$ cat src/rtl/art_pkg.sv
package art_pkg;
  // register byte offsets
  localparam logic [7:0] ART_OFF_RES_LOW   = 8'h00;
  localparam logic [7:0] ART_OFF_RES_HIGH  = 8'h04;
  localparam logic [7:0] ART_OFF_CTRL_B    = 8'h08;
  localparam logic [7:0] ART_OFF_DIN_LOW   = 8'h0C;
  localparam logic [7:0] ART_OFF_DIN_HIGH  = 8'h10;
  localparam logic [7:0] ART_OFF_MISC      = 8'h14;
  localparam logic [7:0] ART_OFF_CTRL_A    = 8'h18;
  localparam logic [7:0] ART_OFF_STATUS    = 8'h1C;
  // converter_control_b fields
  localparam int ART_CB_BIPOLAR    = 7;
  localparam int ART_CB_CMP_HI     = 6;
  localparam int ART_CB_CMP_LO     = 4;
  localparam int ART_CB_TRIG_HI    = 2;
  localparam int ART_CB_TRIG_LO    = 0;
  localparam logic [7:0] ART_CB_WMASK   = 8'hF7;
  // digital_input_off_high fields
  localparam logic [7:0] ART_DIH_WMASK  = 8'h70;
  localparam int ART_DIH_LO        = 4;
  localparam int ART_DIH_HI        = 6;
  // analog_misc_control fields
  localparam int ART_MISC_EXT_REF  = 2;
  localparam int ART_MISC_INT_OUT  = 1;
  localparam int ART_MISC_ISRC     = 0;
  localparam logic [7:0] ART_MISC_WMASK = 8'h07;
  // own control register fields
  localparam int ART_CA_ON         = 0;
  localparam int ART_CA_AUTO       = 1;
  localparam int ART_CA_LEFT       = 2;
  localparam int ART_CA_START      = 3;
  // status register fields
  localparam int ART_ST_DONE       = 0;
  localparam int ART_ST_BUSY       = 1;
  localparam int ART_ST_LOCK       = 2;
  localparam logic [2:0] ART_TRIG_FREE  = 3'h0;
  localparam logic [9:0] ART_RES_SAT    = 10'h3FF;
  localparam logic [7:0] ART_BYTE_ZERO  = 8'h00;
  localparam logic [1:0] ART_RESP_OKAY  = 2'h0;
  localparam logic [1:0] ART_RESP_SLVERR = 2'h2;
endpackage

$ cat src/rtl/art_result_trigger.sv
// Design decisions made here: the AXI4-Lite interface to the registers and the register offsets.
`timescale 1ns/10ps
// Notes on behaviour
// - right aligned: bits 9:8 in high byte
// - left aligned: bits 9:2 high, 1:0 low
// - low read locks both until high read
// - result loaded on completion, resets zero
// - unipolar unsigned, saturates when input reversed
// - bipolar gives two's complement nine plus sign
// - trigger source ignored without auto trigger
// - auto trigger on rising flag edge
// - source switch clear-to-set counts as edge
// - selecting free running never triggers itself
// - trigger source field decodes eight sources
// - low disable bits mask pins 7..0
// - high disable bits mask pins 10..8
// - misc bit 2 selects external reference
// - misc bit 1 drives reference output
// - alignment change takes effect immediately
// - done flag set on completion, W1C
module art_result_trigger
  import art_pkg::*;
#(
  parameter int ADDR_W = 8,
  parameter int PINS   = 11
)(
  input  wire logic              aclk,
  input  wire logic              aresetn,
  input  wire logic [ADDR_W-1:0] s_axi_awaddr,
  input  wire logic              s_axi_awvalid,
  output logic                   s_axi_awready,
  input  wire logic [31:0]       s_axi_wdata,
  input  wire logic [3:0]        s_axi_wstrb,
  input  wire logic              s_axi_wvalid,
  output logic                   s_axi_wready,
  output logic [1:0]             s_axi_bresp,
  output logic                   s_axi_bvalid,
  input  wire logic              s_axi_bready,
  input  wire logic [ADDR_W-1:0] s_axi_araddr,
  input  wire logic              s_axi_arvalid,
  output logic                   s_axi_arready,
  output logic [31:0]            s_axi_rdata,
  output logic [1:0]             s_axi_rresp,
  output logic                   s_axi_rvalid,
  input  wire logic              s_axi_rready,
  input  wire logic [7:0]        trigger_flags,
  output logic                   conv_start,
  input  wire logic              conv_done,
  input  wire logic [9:0]        conv_magnitude,
  input  wire logic              conv_reversed,
  output logic                   bipolar_select,
  output logic [2:0]             comparator_cfg,
  input  wire logic [PINS-1:0]   port_pin_raw,
  output logic [PINS-1:0]        port_pin_read,
  output logic [PINS-1:0]        pin_buffer_off,
  output logic                   ext_ref_in_on,
  output logic                   int_ref_out_on,
  output logic                   current_source_on
);

  ////////////////////////////////////////////////////////////////////////////
  // registers
  logic [7:0]  control_b_reg;
  logic [7:0]  pin_input_off_low_reg;
  logic [2:0]  pin_input_off_high_reg;
  logic [2:0]  misc_reg;
  logic        converter_on_reg;
  logic        auto_trigger_on_reg;
  logic        result_left_align_reg;
  logic        start_req_reg;
  logic        conversion_done_flag_reg;
  logic        busy_reg;
  logic        lock_reg;
  logic [9:0]  conversion_result_reg;
  logic        trig_prev_reg;
  logic        conv_start_reg;
  logic        bvalid_reg;
  logic [1:0]  bresp_reg;
  logic        rvalid_reg;
  logic [31:0] rdata_reg;
  logic [1:0]  rresp_reg;

  logic        wr_fire;
  logic        rd_fire;
  logic        wr_low;
  logic        wr_ok;
  logic [7:0]  wbyte;
  logic [7:0]  result_low_byte;
  logic [7:0]  result_high_byte;
  logic [2:0]  trigger_source_select;
  logic        trig_sel;
  logic        trig_edge;
  logic        free_run_hit;
  logic        start_now;
  logic        done_take;
  logic [9:0]  conversion_result_next;
  logic [8:0]  bip_mag;
  logic        rd_low;
  logic        rd_high;
  logic [31:0] rdata_next;
  logic        rd_ok;

  ////////////////////////////////////////////////////////////////////////////
  // axi4-lite handshake
  // address and data taken together, one write outstanding at a time
  assign wr_fire       = s_axi_awvalid && s_axi_wvalid && !bvalid_reg;
  assign s_axi_awready = wr_fire;
  assign s_axi_wready  = wr_fire;
  assign s_axi_bvalid  = bvalid_reg;
  assign s_axi_bresp   = bresp_reg;
  assign rd_fire       = s_axi_arvalid && !rvalid_reg;
  assign s_axi_arready = !rvalid_reg;
  assign s_axi_rvalid  = rvalid_reg;
  assign s_axi_rdata   = rdata_reg;
  assign s_axi_rresp   = rresp_reg;
  // registers are one byte wide, only lane 0 matters
  assign wr_low        = wr_fire && s_axi_wstrb[0];
  assign wbyte         = s_axi_wdata[7:0];

  always_comb
  begin
    wr_ok = 1'b0;
    if (s_axi_awaddr == ART_OFF_RES_LOW || s_axi_awaddr == ART_OFF_RES_HIGH)
      wr_ok = 1'b1;
    else if (s_axi_awaddr == ART_OFF_CTRL_B || s_axi_awaddr == ART_OFF_DIN_LOW)
      wr_ok = 1'b1;
    else if (s_axi_awaddr == ART_OFF_DIN_HIGH || s_axi_awaddr == ART_OFF_MISC)
      wr_ok = 1'b1;
    else if (s_axi_awaddr == ART_OFF_CTRL_A || s_axi_awaddr == ART_OFF_STATUS)
      wr_ok = 1'b1;
  end

  always_ff @(posedge aclk)
  begin
    if (!aresetn)
    begin
      bvalid_reg <= 1'b0;
      bresp_reg  <= ART_RESP_OKAY;
    end
    else if (wr_fire)
    begin
      bvalid_reg <= 1'b1;
      bresp_reg  <= wr_ok ? ART_RESP_OKAY : ART_RESP_SLVERR;
    end
    else if (s_axi_bready)
      bvalid_reg <= 1'b0;
  end

  ////////////////////////////////////////////////////////////////////////////
  // control registers

  always_ff @(posedge aclk)
  begin
    if (!aresetn)
    begin
      control_b_reg          <= ART_BYTE_ZERO;
      pin_input_off_low_reg  <= ART_BYTE_ZERO;
      pin_input_off_high_reg <= '0;
      misc_reg               <= '0;
      converter_on_reg       <= 1'b0;
      auto_trigger_on_reg    <= 1'b0;
      result_left_align_reg  <= 1'b0;
    end
    else if (wr_low)
    begin
      if (s_axi_awaddr == ART_OFF_CTRL_B)
        control_b_reg <= wbyte & ART_CB_WMASK;
      else if (s_axi_awaddr == ART_OFF_DIN_LOW)
        pin_input_off_low_reg <= wbyte;
      else if (s_axi_awaddr == ART_OFF_DIN_HIGH)
        pin_input_off_high_reg <= wbyte[ART_DIH_HI:ART_DIH_LO];
      else if (s_axi_awaddr == ART_OFF_MISC)
        misc_reg <= wbyte[ART_MISC_EXT_REF:ART_MISC_ISRC];
      else if (s_axi_awaddr == ART_OFF_CTRL_A)
      begin
        converter_on_reg      <= wbyte[ART_CA_ON];
        auto_trigger_on_reg   <= wbyte[ART_CA_AUTO];
        result_left_align_reg <= wbyte[ART_CA_LEFT];
      end
    end
  end

  // start request is a write-one strobe, served on the next cycle
  always_ff @(posedge aclk)
  begin
    if (!aresetn)
      start_req_reg <= 1'b0;
    else
      start_req_reg <= wr_low && s_axi_awaddr == ART_OFF_CTRL_A
                       && wbyte[ART_CA_START];
  end

  assign bipolar_select        = control_b_reg[ART_CB_BIPOLAR];
  assign comparator_cfg        = control_b_reg[ART_CB_CMP_HI:ART_CB_CMP_LO];
  assign trigger_source_select = control_b_reg[ART_CB_TRIG_HI:ART_CB_TRIG_LO];
  assign ext_ref_in_on     = misc_reg[ART_MISC_EXT_REF];
  assign int_ref_out_on    = misc_reg[ART_MISC_INT_OUT];
  assign current_source_on = misc_reg[ART_MISC_ISRC];

  ////////////////////////////////////////////////////////////////////////////
  // digital input disable per pin
  genvar gi;
  generate
    for (gi = 0; gi < PINS; gi++)
    begin : g_pin
      if (gi < 8)
      begin : g_low
        assign pin_buffer_off[gi] = pin_input_off_low_reg[gi];
      end
      else
      begin : g_high
        assign pin_buffer_off[gi] = pin_input_off_high_reg[gi-8];
      end
      assign port_pin_read[gi] = port_pin_raw[gi] && !pin_buffer_off[gi];
    end
  endgenerate

  ////////////////////////////////////////////////////////////////////////////
  // auto trigger
  // flag index equals source code; index 0 stands for free running
  // free running source contributes a constant zero
  assign trig_sel = (trigger_source_select == ART_TRIG_FREE) ? 1'b0
                    : trigger_flags[trigger_source_select];

  // previous selected level, so a source switch looks like an edge
  always_ff @(posedge aclk)
  begin
    if (!aresetn)
      trig_prev_reg <= 1'b0;
    else
      trig_prev_reg <= trig_sel;
  end

  // auto trigger gates the source entirely
  assign trig_edge    = auto_trigger_on_reg && trig_sel && !trig_prev_reg;
  // free running restarts on each accepted completion
  assign free_run_hit = auto_trigger_on_reg && done_take
                        && trigger_source_select == ART_TRIG_FREE;
  // triggers during a conversion are dropped, not queued
  assign start_now    = converter_on_reg && (!busy_reg || done_take)
                        && (start_req_reg || trig_edge || free_run_hit);

  always_ff @(posedge aclk)
  begin
    if (!aresetn)
    begin
      conv_start_reg <= 1'b0;
      busy_reg       <= 1'b0;
    end
    else
    begin
      conv_start_reg <= start_now;
      if (!converter_on_reg)
        busy_reg <= 1'b0;
      else if (start_now)
        busy_reg <= 1'b1;
      else if (conv_done)
        busy_reg <= 1'b0;
    end
  end

  assign conv_start = conv_start_reg;

  ////////////////////////////////////////////////////////////////////////////
  // result capture
  // a completion under lock is thrown away
  assign done_take = conv_done && busy_reg && !lock_reg;
  assign bip_mag   = conv_magnitude[8:0];

  always_comb
  begin
    conversion_result_next = conv_magnitude;
    // sign plus nine magnitude bits, two's complement
    if (bipolar_select)
      conversion_result_next = conv_reversed ? 10'(-{1'b0, bip_mag})
                                             : {1'b0, bip_mag};
    else if (conv_reversed)
      conversion_result_next = ART_RES_SAT;
  end

  // load on completion, zero from reset
  always_ff @(posedge aclk)
  begin
    if (!aresetn)
      conversion_result_reg <= '0;
    else if (done_take)
      conversion_result_reg <= conversion_result_next;
  end

  // set on completion wins over the write-one clear
  always_ff @(posedge aclk)
  begin
    if (!aresetn)
      conversion_done_flag_reg <= 1'b0;
    else if (done_take)
      conversion_done_flag_reg <= 1'b1;
    else if (wr_low && s_axi_awaddr == ART_OFF_STATUS && wbyte[ART_ST_DONE])
      conversion_done_flag_reg <= 1'b0;
  end

  ////////////////////////////////////////////////////////////////////////////
  // result bytes and read lock

  // alignment applied at read time, no stored copy to go stale
  always_comb
  begin
    if (result_left_align_reg)
    begin
      result_high_byte = conversion_result_reg[9:2];
      result_low_byte  = {conversion_result_reg[1:0], 6'h00};
    end
    else
    begin
      result_high_byte = {6'h00, conversion_result_reg[9:8]};
      result_low_byte  = conversion_result_reg[7:0];
    end
  end

  assign rd_low  = rd_fire && s_axi_araddr == ART_OFF_RES_LOW;
  assign rd_high = rd_fire && s_axi_araddr == ART_OFF_RES_HIGH;

  // low read locks, high read releases
  always_ff @(posedge aclk)
  begin
    if (!aresetn)
      lock_reg <= 1'b0;
    else if (rd_high)
      lock_reg <= 1'b0;
    else if (rd_low)
      lock_reg <= 1'b1;
  end

  ////////////////////////////////////////////////////////////////////////////
  // read data
  always_comb
  begin
    rdata_next = '0;
    rd_ok      = 1'b1;
    if (s_axi_araddr == ART_OFF_RES_LOW)
      rdata_next[7:0] = result_low_byte;
    else if (s_axi_araddr == ART_OFF_RES_HIGH)
      rdata_next[7:0] = result_high_byte;
    else if (s_axi_araddr == ART_OFF_CTRL_B)
      rdata_next[7:0] = control_b_reg;
    else if (s_axi_araddr == ART_OFF_DIN_LOW)
      rdata_next[7:0] = pin_input_off_low_reg;
    else if (s_axi_araddr == ART_OFF_DIN_HIGH)
      rdata_next[ART_DIH_HI:ART_DIH_LO] = pin_input_off_high_reg;
    else if (s_axi_araddr == ART_OFF_MISC)
      rdata_next[ART_MISC_EXT_REF:ART_MISC_ISRC] = misc_reg;
    else if (s_axi_araddr == ART_OFF_CTRL_A)
    begin
      rdata_next[ART_CA_ON]   = converter_on_reg;
      rdata_next[ART_CA_AUTO] = auto_trigger_on_reg;
      rdata_next[ART_CA_LEFT] = result_left_align_reg;
    end
    else if (s_axi_araddr == ART_OFF_STATUS)
    begin
      rdata_next[ART_ST_DONE] = conversion_done_flag_reg;
      rdata_next[ART_ST_BUSY] = busy_reg;
      rdata_next[ART_ST_LOCK] = lock_reg;
    end
    else
      rd_ok = 1'b0;
  end

  always_ff @(posedge aclk)
  begin
    if (!aresetn)
    begin
      rvalid_reg <= 1'b0;
      rdata_reg  <= '0;
      rresp_reg  <= ART_RESP_OKAY;
    end
    else if (rd_fire)
    begin
      rvalid_reg <= 1'b1;
      rdata_reg  <= rdata_next;
      rresp_reg  <= rd_ok ? ART_RESP_OKAY : ART_RESP_SLVERR;
    end
    else if (s_axi_rready)
      rvalid_reg <= 1'b0;
  end

endmodule

$ cat config.mk
export PLATFORM = sky130hd
export DESIGN_NAME = art_result_trigger
export DESIGN_NICKNAME = d
export VERILOG_FILES = /design/src/rtl/art_pkg.sv /design/src/rtl/art_result_trigger.sv
export SDC_FILE = /design/constraint.sdc
export NUM_CORES = 1
export LEC_CHECK = 0
export ABC_AREA = 1
export BUFFER_PORTS_ARGS = -buffer_cell sky130_fd_sc_hd__buf_4
export CAP_MARGIN = 5
export CORE_UTILIZATION = 46
export DETAILED_ROUTE_END_ITERATION = 8
export GPL_ROUTABILITY_DRIVEN = 0
export PLACE_DENSITY_LB_ADDON = 0.12
export SLEW_MARGIN = 20
export SYNTH_ARGS = -nofsm -noshare
export SYNTH_HDL_FRONTEND = slang
export SYNTH_SLANG_ARGS = --single-unit
$ cat constraint.sdc
create_clock -name aclk -period 1.6 [get_ports aclk]
set_input_delay 0.32 -clock aclk [delete_from_list [all_inputs] [get_ports aclk]]
set_output_delay 0.32 -clock aclk [all_outputs]
set_load 0.005 [all_outputs]
==> impl_results.md, run 1 <==
* Post-CTS Resized at 0
* Initial DRC count at 206
* Main flop type after synthesis: dfxtp_1
* Vias in the first global route at 2817
* Final Hold Fails at 0
* Pleak at 0.00204 uW
* Remaining global-route overflow at 0
* Hpwl dp at 6200 um
* Vias per cell at 4.98
* Largest net degree at the start of global routing at 31
* Num CTS Buffers at 5
* Worst Setup End Kind: flip-flop
* Critical path class: reg -> reg
* CTS tree: done
* Finish-stage setup viols at 0
* Multi-input gate area at 1580 um^2
* Final Cycle Share at 87.9%
* DR pass1 iterations at 7
* CP startpoint kind: flip-flop
* Seq/Total Area, Yosys at 33.7%
* Clock sink total at 52
* Hold/Removal Path Class: in -> reg
* Clock Path Buffers at 2
* Nets at 651
* Routed WL at around 7700 um
* Max reg flops at 10
* Crit path buffers/inverters at 1
* Antenna violations before repair at 0
* Failing checks: DRC
* Pre-CTS WS at 0.0326 ns
* # Max-Cap Violations at 0
* Routed vias at between 3000 and 4000
* Starting Density at between 40% and 50%
* DRC viols at 22
* Worst-Skew Late Latency at 0.31 ns
* Critical path data required time at roughly 1.8 ns
* Diode count at 0
* Fillers at roughly 560
* Worst VDD drop at 472 uV
* Largest stage delay, worst path at 0.47 ns
* Post-synthesis instance area at approximately 3100 um^2
* Setup TNS Final at 0 ns
* Core area at 6420 um^2
* Chip Width at 84 um
* Storage cell area at 1040 um^2
* R2R Setup Slk at 0.19 ns
* Clock period minus worst slack at 1.41 ns
* Synth top cells by count: 74 x inv_1, 64 x nand2_1, 56 x nor2_1, 52 x dfxtp_1, 32 x a21oi_1
* Root Driver: clkbuf_8
* Row cnt at 29
* Fmax at 711 MHz
* Final worst slack at just under 0.2 ns
* Syn. warnings at 0
* Power density cells at 671 nW/um^2
* P&R area growth vs syn at 31.1%
* Drt wl/cell at 12.1 um
* Arrival time worst endpoint at about 1.7 ns
* Status: complete, but fails checks
* I/O Buffers at 107
* Fraction of registers with async set/reset at 0%
* Crit path max-delay cell type: dfxtp_1
* CTS H-tree depth at 2
* Synth area leaders: dfxtp_1 34%, inv_1 9.0%, nand2_1 7.8%, buf_4 7.3%, nor2_1 6.8%
* Seq cells post-synth at 52
* EDFF count, synth at 0
* CTS clk-pin slew, worst paths at about 0.10 ns
* Synth cell types at 41
* Worst-path cell chain: inv_1, nand2_1, nand3_1, nand2_1, nand2_1, nand2_1, nand3_1, nand3_1, nand2_1, a21oi_1
* Share of cells above drive strength 1 at 28.3%
* Syn_area_per_cell at about 6.9 um^2
* Boundary pin count at 161
* CP max FO at 7
* Post-synth top area share at 33.7%
* Total GRT Usage at 22.6%
* # hold bufs at CTS at 0
* Unrepaired setup endpoints after global routing: no
* Die height at 84 um
* Cell with the most instances after synthesis: inv_1
* Post-DRT Antenna Nets at 0
* Post-CTS Setup Bufs at 0
* Synth area leader: dfxtp_1
* Die footprint at around 7100 um^2
* Synthesized instance count at 447
* Critical path's most frequent cell: nand2_1
* First-pass GRT wire length at 13000 um
* Pins Over Slew Limit at 0
* Clock skew at about 0.007 ns
* Crit-path leading delay family: simple AND/OR/NAND/NOR gates
==> path summary, 6_finish.rpt <==
kind | endpoint | cells past startpoint | start
setup / recovery | busy_reg$_SDFFE_PN0P_ | 10 | control_b_reg[0]$_SDFFE_PN0P_
hold / removal | busy_reg$_SDFFE_PN0P_ | 4 | conv_done
setup reg to reg | busy_reg$_SDFFE_PN0P_ | 10 | control_b_reg[0]$_SDFFE_PN0P_
hold reg to reg | busy_reg$_SDFFE_PN0P_ | 2 | converter_on_reg$_SDFFE_PN0P_
==> placed cells by master (no fill, tap or decap), types with 2 or more instances in the layout <==
| cell | synthesis | final |
|---|---|---|
| buf_4 | 30 | 120 |
| inv_1 | 74 | 74 |
| nand2_1 | 64 | 64 |
| nor2_1 | 56 | 56 |
| dfxtp_1 | 52 | 52 |
| a21oi_1 | 32 | 32 |
| nand3_1 | 30 | 30 |
| o21ai_0 | 27 | 27 |
| conb_1 | 1 | 26 |
| a211oi_1 | 9 | 9 |
| xor2_1 | 7 | 7 |
| clkbuf_8 | 0 | 7 |
| nor2_2 | 6 | 6 |
| nor3_1 | 5 | 5 |
| a31oi_1 | 5 | 5 |
| nor2_4 | 4 | 4 |
| a211oi_2 | 4 | 4 |
| inv_2 | 3 | 3 |
| nor3_4 | 3 | 3 |
| o211ai_1 | 3 | 3 |
| nand4_1 | 3 | 3 |
| nand2_2 | 2 | 2 |
| nand3_2 | 2 | 2 |
==> final cells by class <==
class                      count  area share, %
multi-input combinational    302           38.9
timing repair buffer         121           22.7
clock inverter                 1          0.740
clock buffer                   7           2.38
tap                           77           2.38
inverter                      78           7.25
sequential                    52           25.7
==> worst min-delay path: cells and delay by family <==
family	cells	cell delay, ns
AOI/OAI and AO/OA	1	0.06
buffers and inverters	2	0.12
and+or+nand+nor	1	0.04
==> power by group <==
part | switching, uW | total [uW] | internal (uW)
Clock | 430 | 982 | 552
Combinational | 206 | 415 | 209
Sequential | 12.0 | 1320 | 1310
Total | 648 | 2720 | 2070
==> per-layer routing <==
metal	up-vias	track usage, %	wire [um]
met5	-	0	0
met4	0	5.17	71
met3	9	3.46	566
met2	142	38.8	3630
met1	1421	29.7	3460
li1	1606	-	-
==> per-stage QoR <==
| stage | instance area, um^2 | power [uW] | utilization (%) | hold slack (ns) | std cells |
|---|---|---|---|---|---|
| after floorplan | 3190 | 1590 | - | 0.431 | 472 |
| after global placement | 3930 | 1760 | 61.2 | 0.453 | 630 |
| after detailed placement | 3930 | 1770 | 61.2 | 0.465 | 630 |
| after CTS | 4060 | 2730 | 63.2 | 0.277 | 638 |
| after global routing | 4060 | 2840 | 63.2 | 0.274 | 638 |
| final | 4060 | 2720 | 63.2 | 0.277 | 638 |
==> kinds of logic after synthesis <==
logic type                 Yosys count  synth area share, %
buffers and inverters              118                 18.4
adders and majority gates            1                0.404
DFF                                 52                 33.7
other                                1                0.121
AOI/OAI and AO/OA                   88                 17.2
and+or+nand+nor                    180                 28.3
xor gates and xnor gates             7                 1.98
Power figures use the tool's default switching activity.
==> inputs of run 2 (changes only) <==
Settings changed: BUFFER_PORTS_ARGS -buffer_cell sky130_fd_sc_hd__buf_4 to -buffer_cell sky130_fd_sc_hd__buf_2.
==> impl_results.md, run 2 (synthesized netlist as in run 1, its figures left out) <==
* CTS H-tree depth at 2
* Largest net degree at the start of global routing at 30
* Clock sink total at 52
* Clock period minus worst slack at 1.42 ns
* Final Hold Fails at 0
* Nets at 651
* DR pass1 iterations at 7
* Crit path max-delay cell type: dfxtp_1
* Starting Density at 48.2%
* # Max-Cap Violations at 0
* Worst R2R Start: s_axi_bvalid$_SDFFE_PN0P_
* Setup crit start: s_axi_bvalid$_SDFFE_PN0P_
* Core area at 6420 um^2
* Final worst slack at approximately 0.18 ns
* Hpwl dp at between 6000 and 7000 um
* Initial DRC count at 208
* Pins Over Slew Limit at 0
* Critical path data required time at 1.81 ns
* Hold/Removal Path Class: in -> reg
* Hold Startpoint: conv_magnitude[9]
* Antenna violations before repair at 0
* Remaining global-route overflow at 0
* CTS tree: done
* Drt wl/cell at 11.9 um
* Finish-stage setup viols at 0
* Finished Cell Area at 3760 um^2
* Num CTS Buffers at 5
* First-pass GRT wire length at 12500 um
* Worst Setup End Kind: flip-flop
* Clock skew at 0.00732 ns
* Setup TNS Final at 0 ns
* Post-DP Area at 3660 um^2
* Vias in the first global route at 2791
* Post-Layout Cell Count at 636
* Post-CTS Resized at 0
* P&R area growth vs syn at 21.6%
* Row cnt at 29
* Root Driver: clkbuf_8
* # hold bufs at CTS at 0
* Post-CTS Setup Bufs at 0
* Commonest non-fill, non-tap cell in the layout: buf_2
* Routed WL at ~7600 um
* Total GRT Usage at 21.9%
* Arrival time worst endpoint at 1.63 ns
* Most frequent cells in the layout: 107 x buf_2, 74 x inv_1, 64 x nand2_1
* Critical path class: reg -> reg
* Max reg flops at 10
* Share of cells above drive strength 1 at 28.1%
* Pre-CTS WS at ~0.047 ns
* CTS clk-pin slew, worst paths at 0.09 ns
* Worst-path cell chain: nor2_4, nand2_4, inv_2, nand4_4, clkinv_2, nor2_1, a211oi_1
* Diode count at 0
* Routed vias at 3098
* Post-DRT Antenna Nets at 0
* Chip Width at 84 um
* Final Cycle Share at roughly nine tenths
* CP startpoint kind: flip-flop
* Power density cells at 674 nW/um^2
* CP max FO at 10
* Worst VDD drop at slightly below 500 uV
* Boundary pin count at 161
* Status: complete, but fails checks
* Fmax at 703 MHz
* Dpl cells at 630
* Largest stage delay, worst path at 0.35 ns
* Worst-Skew Late Latency at 0.31 ns
* Failing checks: DRC
* I/O Buffers at 107
* Unrepaired setup endpoints after global routing: no
* Clock Path Buffers at 2
* DRC viols at 22
* Die footprint at 7060 um^2
* Die height at 84 um
* Pleak at approximately 0.002 uW
* Vias per cell at 4.87
run 2: changes by cell type in the layout (fill, tap and decap cells not counted):
| cell | delta |
|---|---|
| clkbuf_8 | -2 |
| buf_2 | +107 |
| buf_4 | -107 |
run 2: path summary, 6_finish.rpt:
| path | slack (ns) | depth (start not counted) | endpoint |
|---|---|---|---|
| worst max-delay path | 0.18 | 7 | pin_input_off_low_reg[5]$_SDFFE_PN0P_ |
| worst min register to register | 0.48 | 2 | conversion_done_flag_reg$_SDFFE_PN0P_ |
| worst min-delay path | 0.28 | 3 | conversion_result_reg[9]$_SDFFE_PN0P_ |
| worst max register to register | 0.18 | 7 | pin_input_off_low_reg[5]$_SDFFE_PN0P_ |
run 2: area by class of cell:
type                            instances  area (um^2)
Clock buffer                            5         68.8
Tap cell                               77         96.3
Multi-Input combinational cell        302         1580
Inverter                               78          294
Timing Repair Buffer                  121          653
Clock inverter                          1         30.0
Sequential cell                        52         1040
Fill cell                             640         2660
run 2: critical path, delay by kind of cell (launching register included):
family          cells  cell delay, ns
simple gates        4            0.52
flops               1            0.35
compound gates      1            0.21
buf+inv             2            0.25
run 2: power by group:
part / total [uW] / leakage, uW / switching [uW] / internal, uW
sequential: 1320 / 0.000421 / 10.4 / 1310
combinational: 349 / 0.00149 / 202 / 147
clock: 862 / 0.0000501 / 412 / 450
total: 2530 / 0.00196 / 625 / 1910
run 2: per-layer routing:
metal	vias to the layer above	routed length (um)	GRT usage, %
li1	1603	-	-
met1	1363	3640	29.2
met2	120	3430	36.8
met3	12	413	3.46
met4	0	116	5.64
met5	-	0	0
run 2: through the flow:
step,hold WS [ns],util (%),total power [uW]
after floorplan,0.431,-,1590
after global placement,0.453,57.0,1700
after detailed placement,0.471,57.0,1700
after CTS,0.269,58.6,2550
after global routing,0.291,58.6,2650
final,0.278,58.6,2530
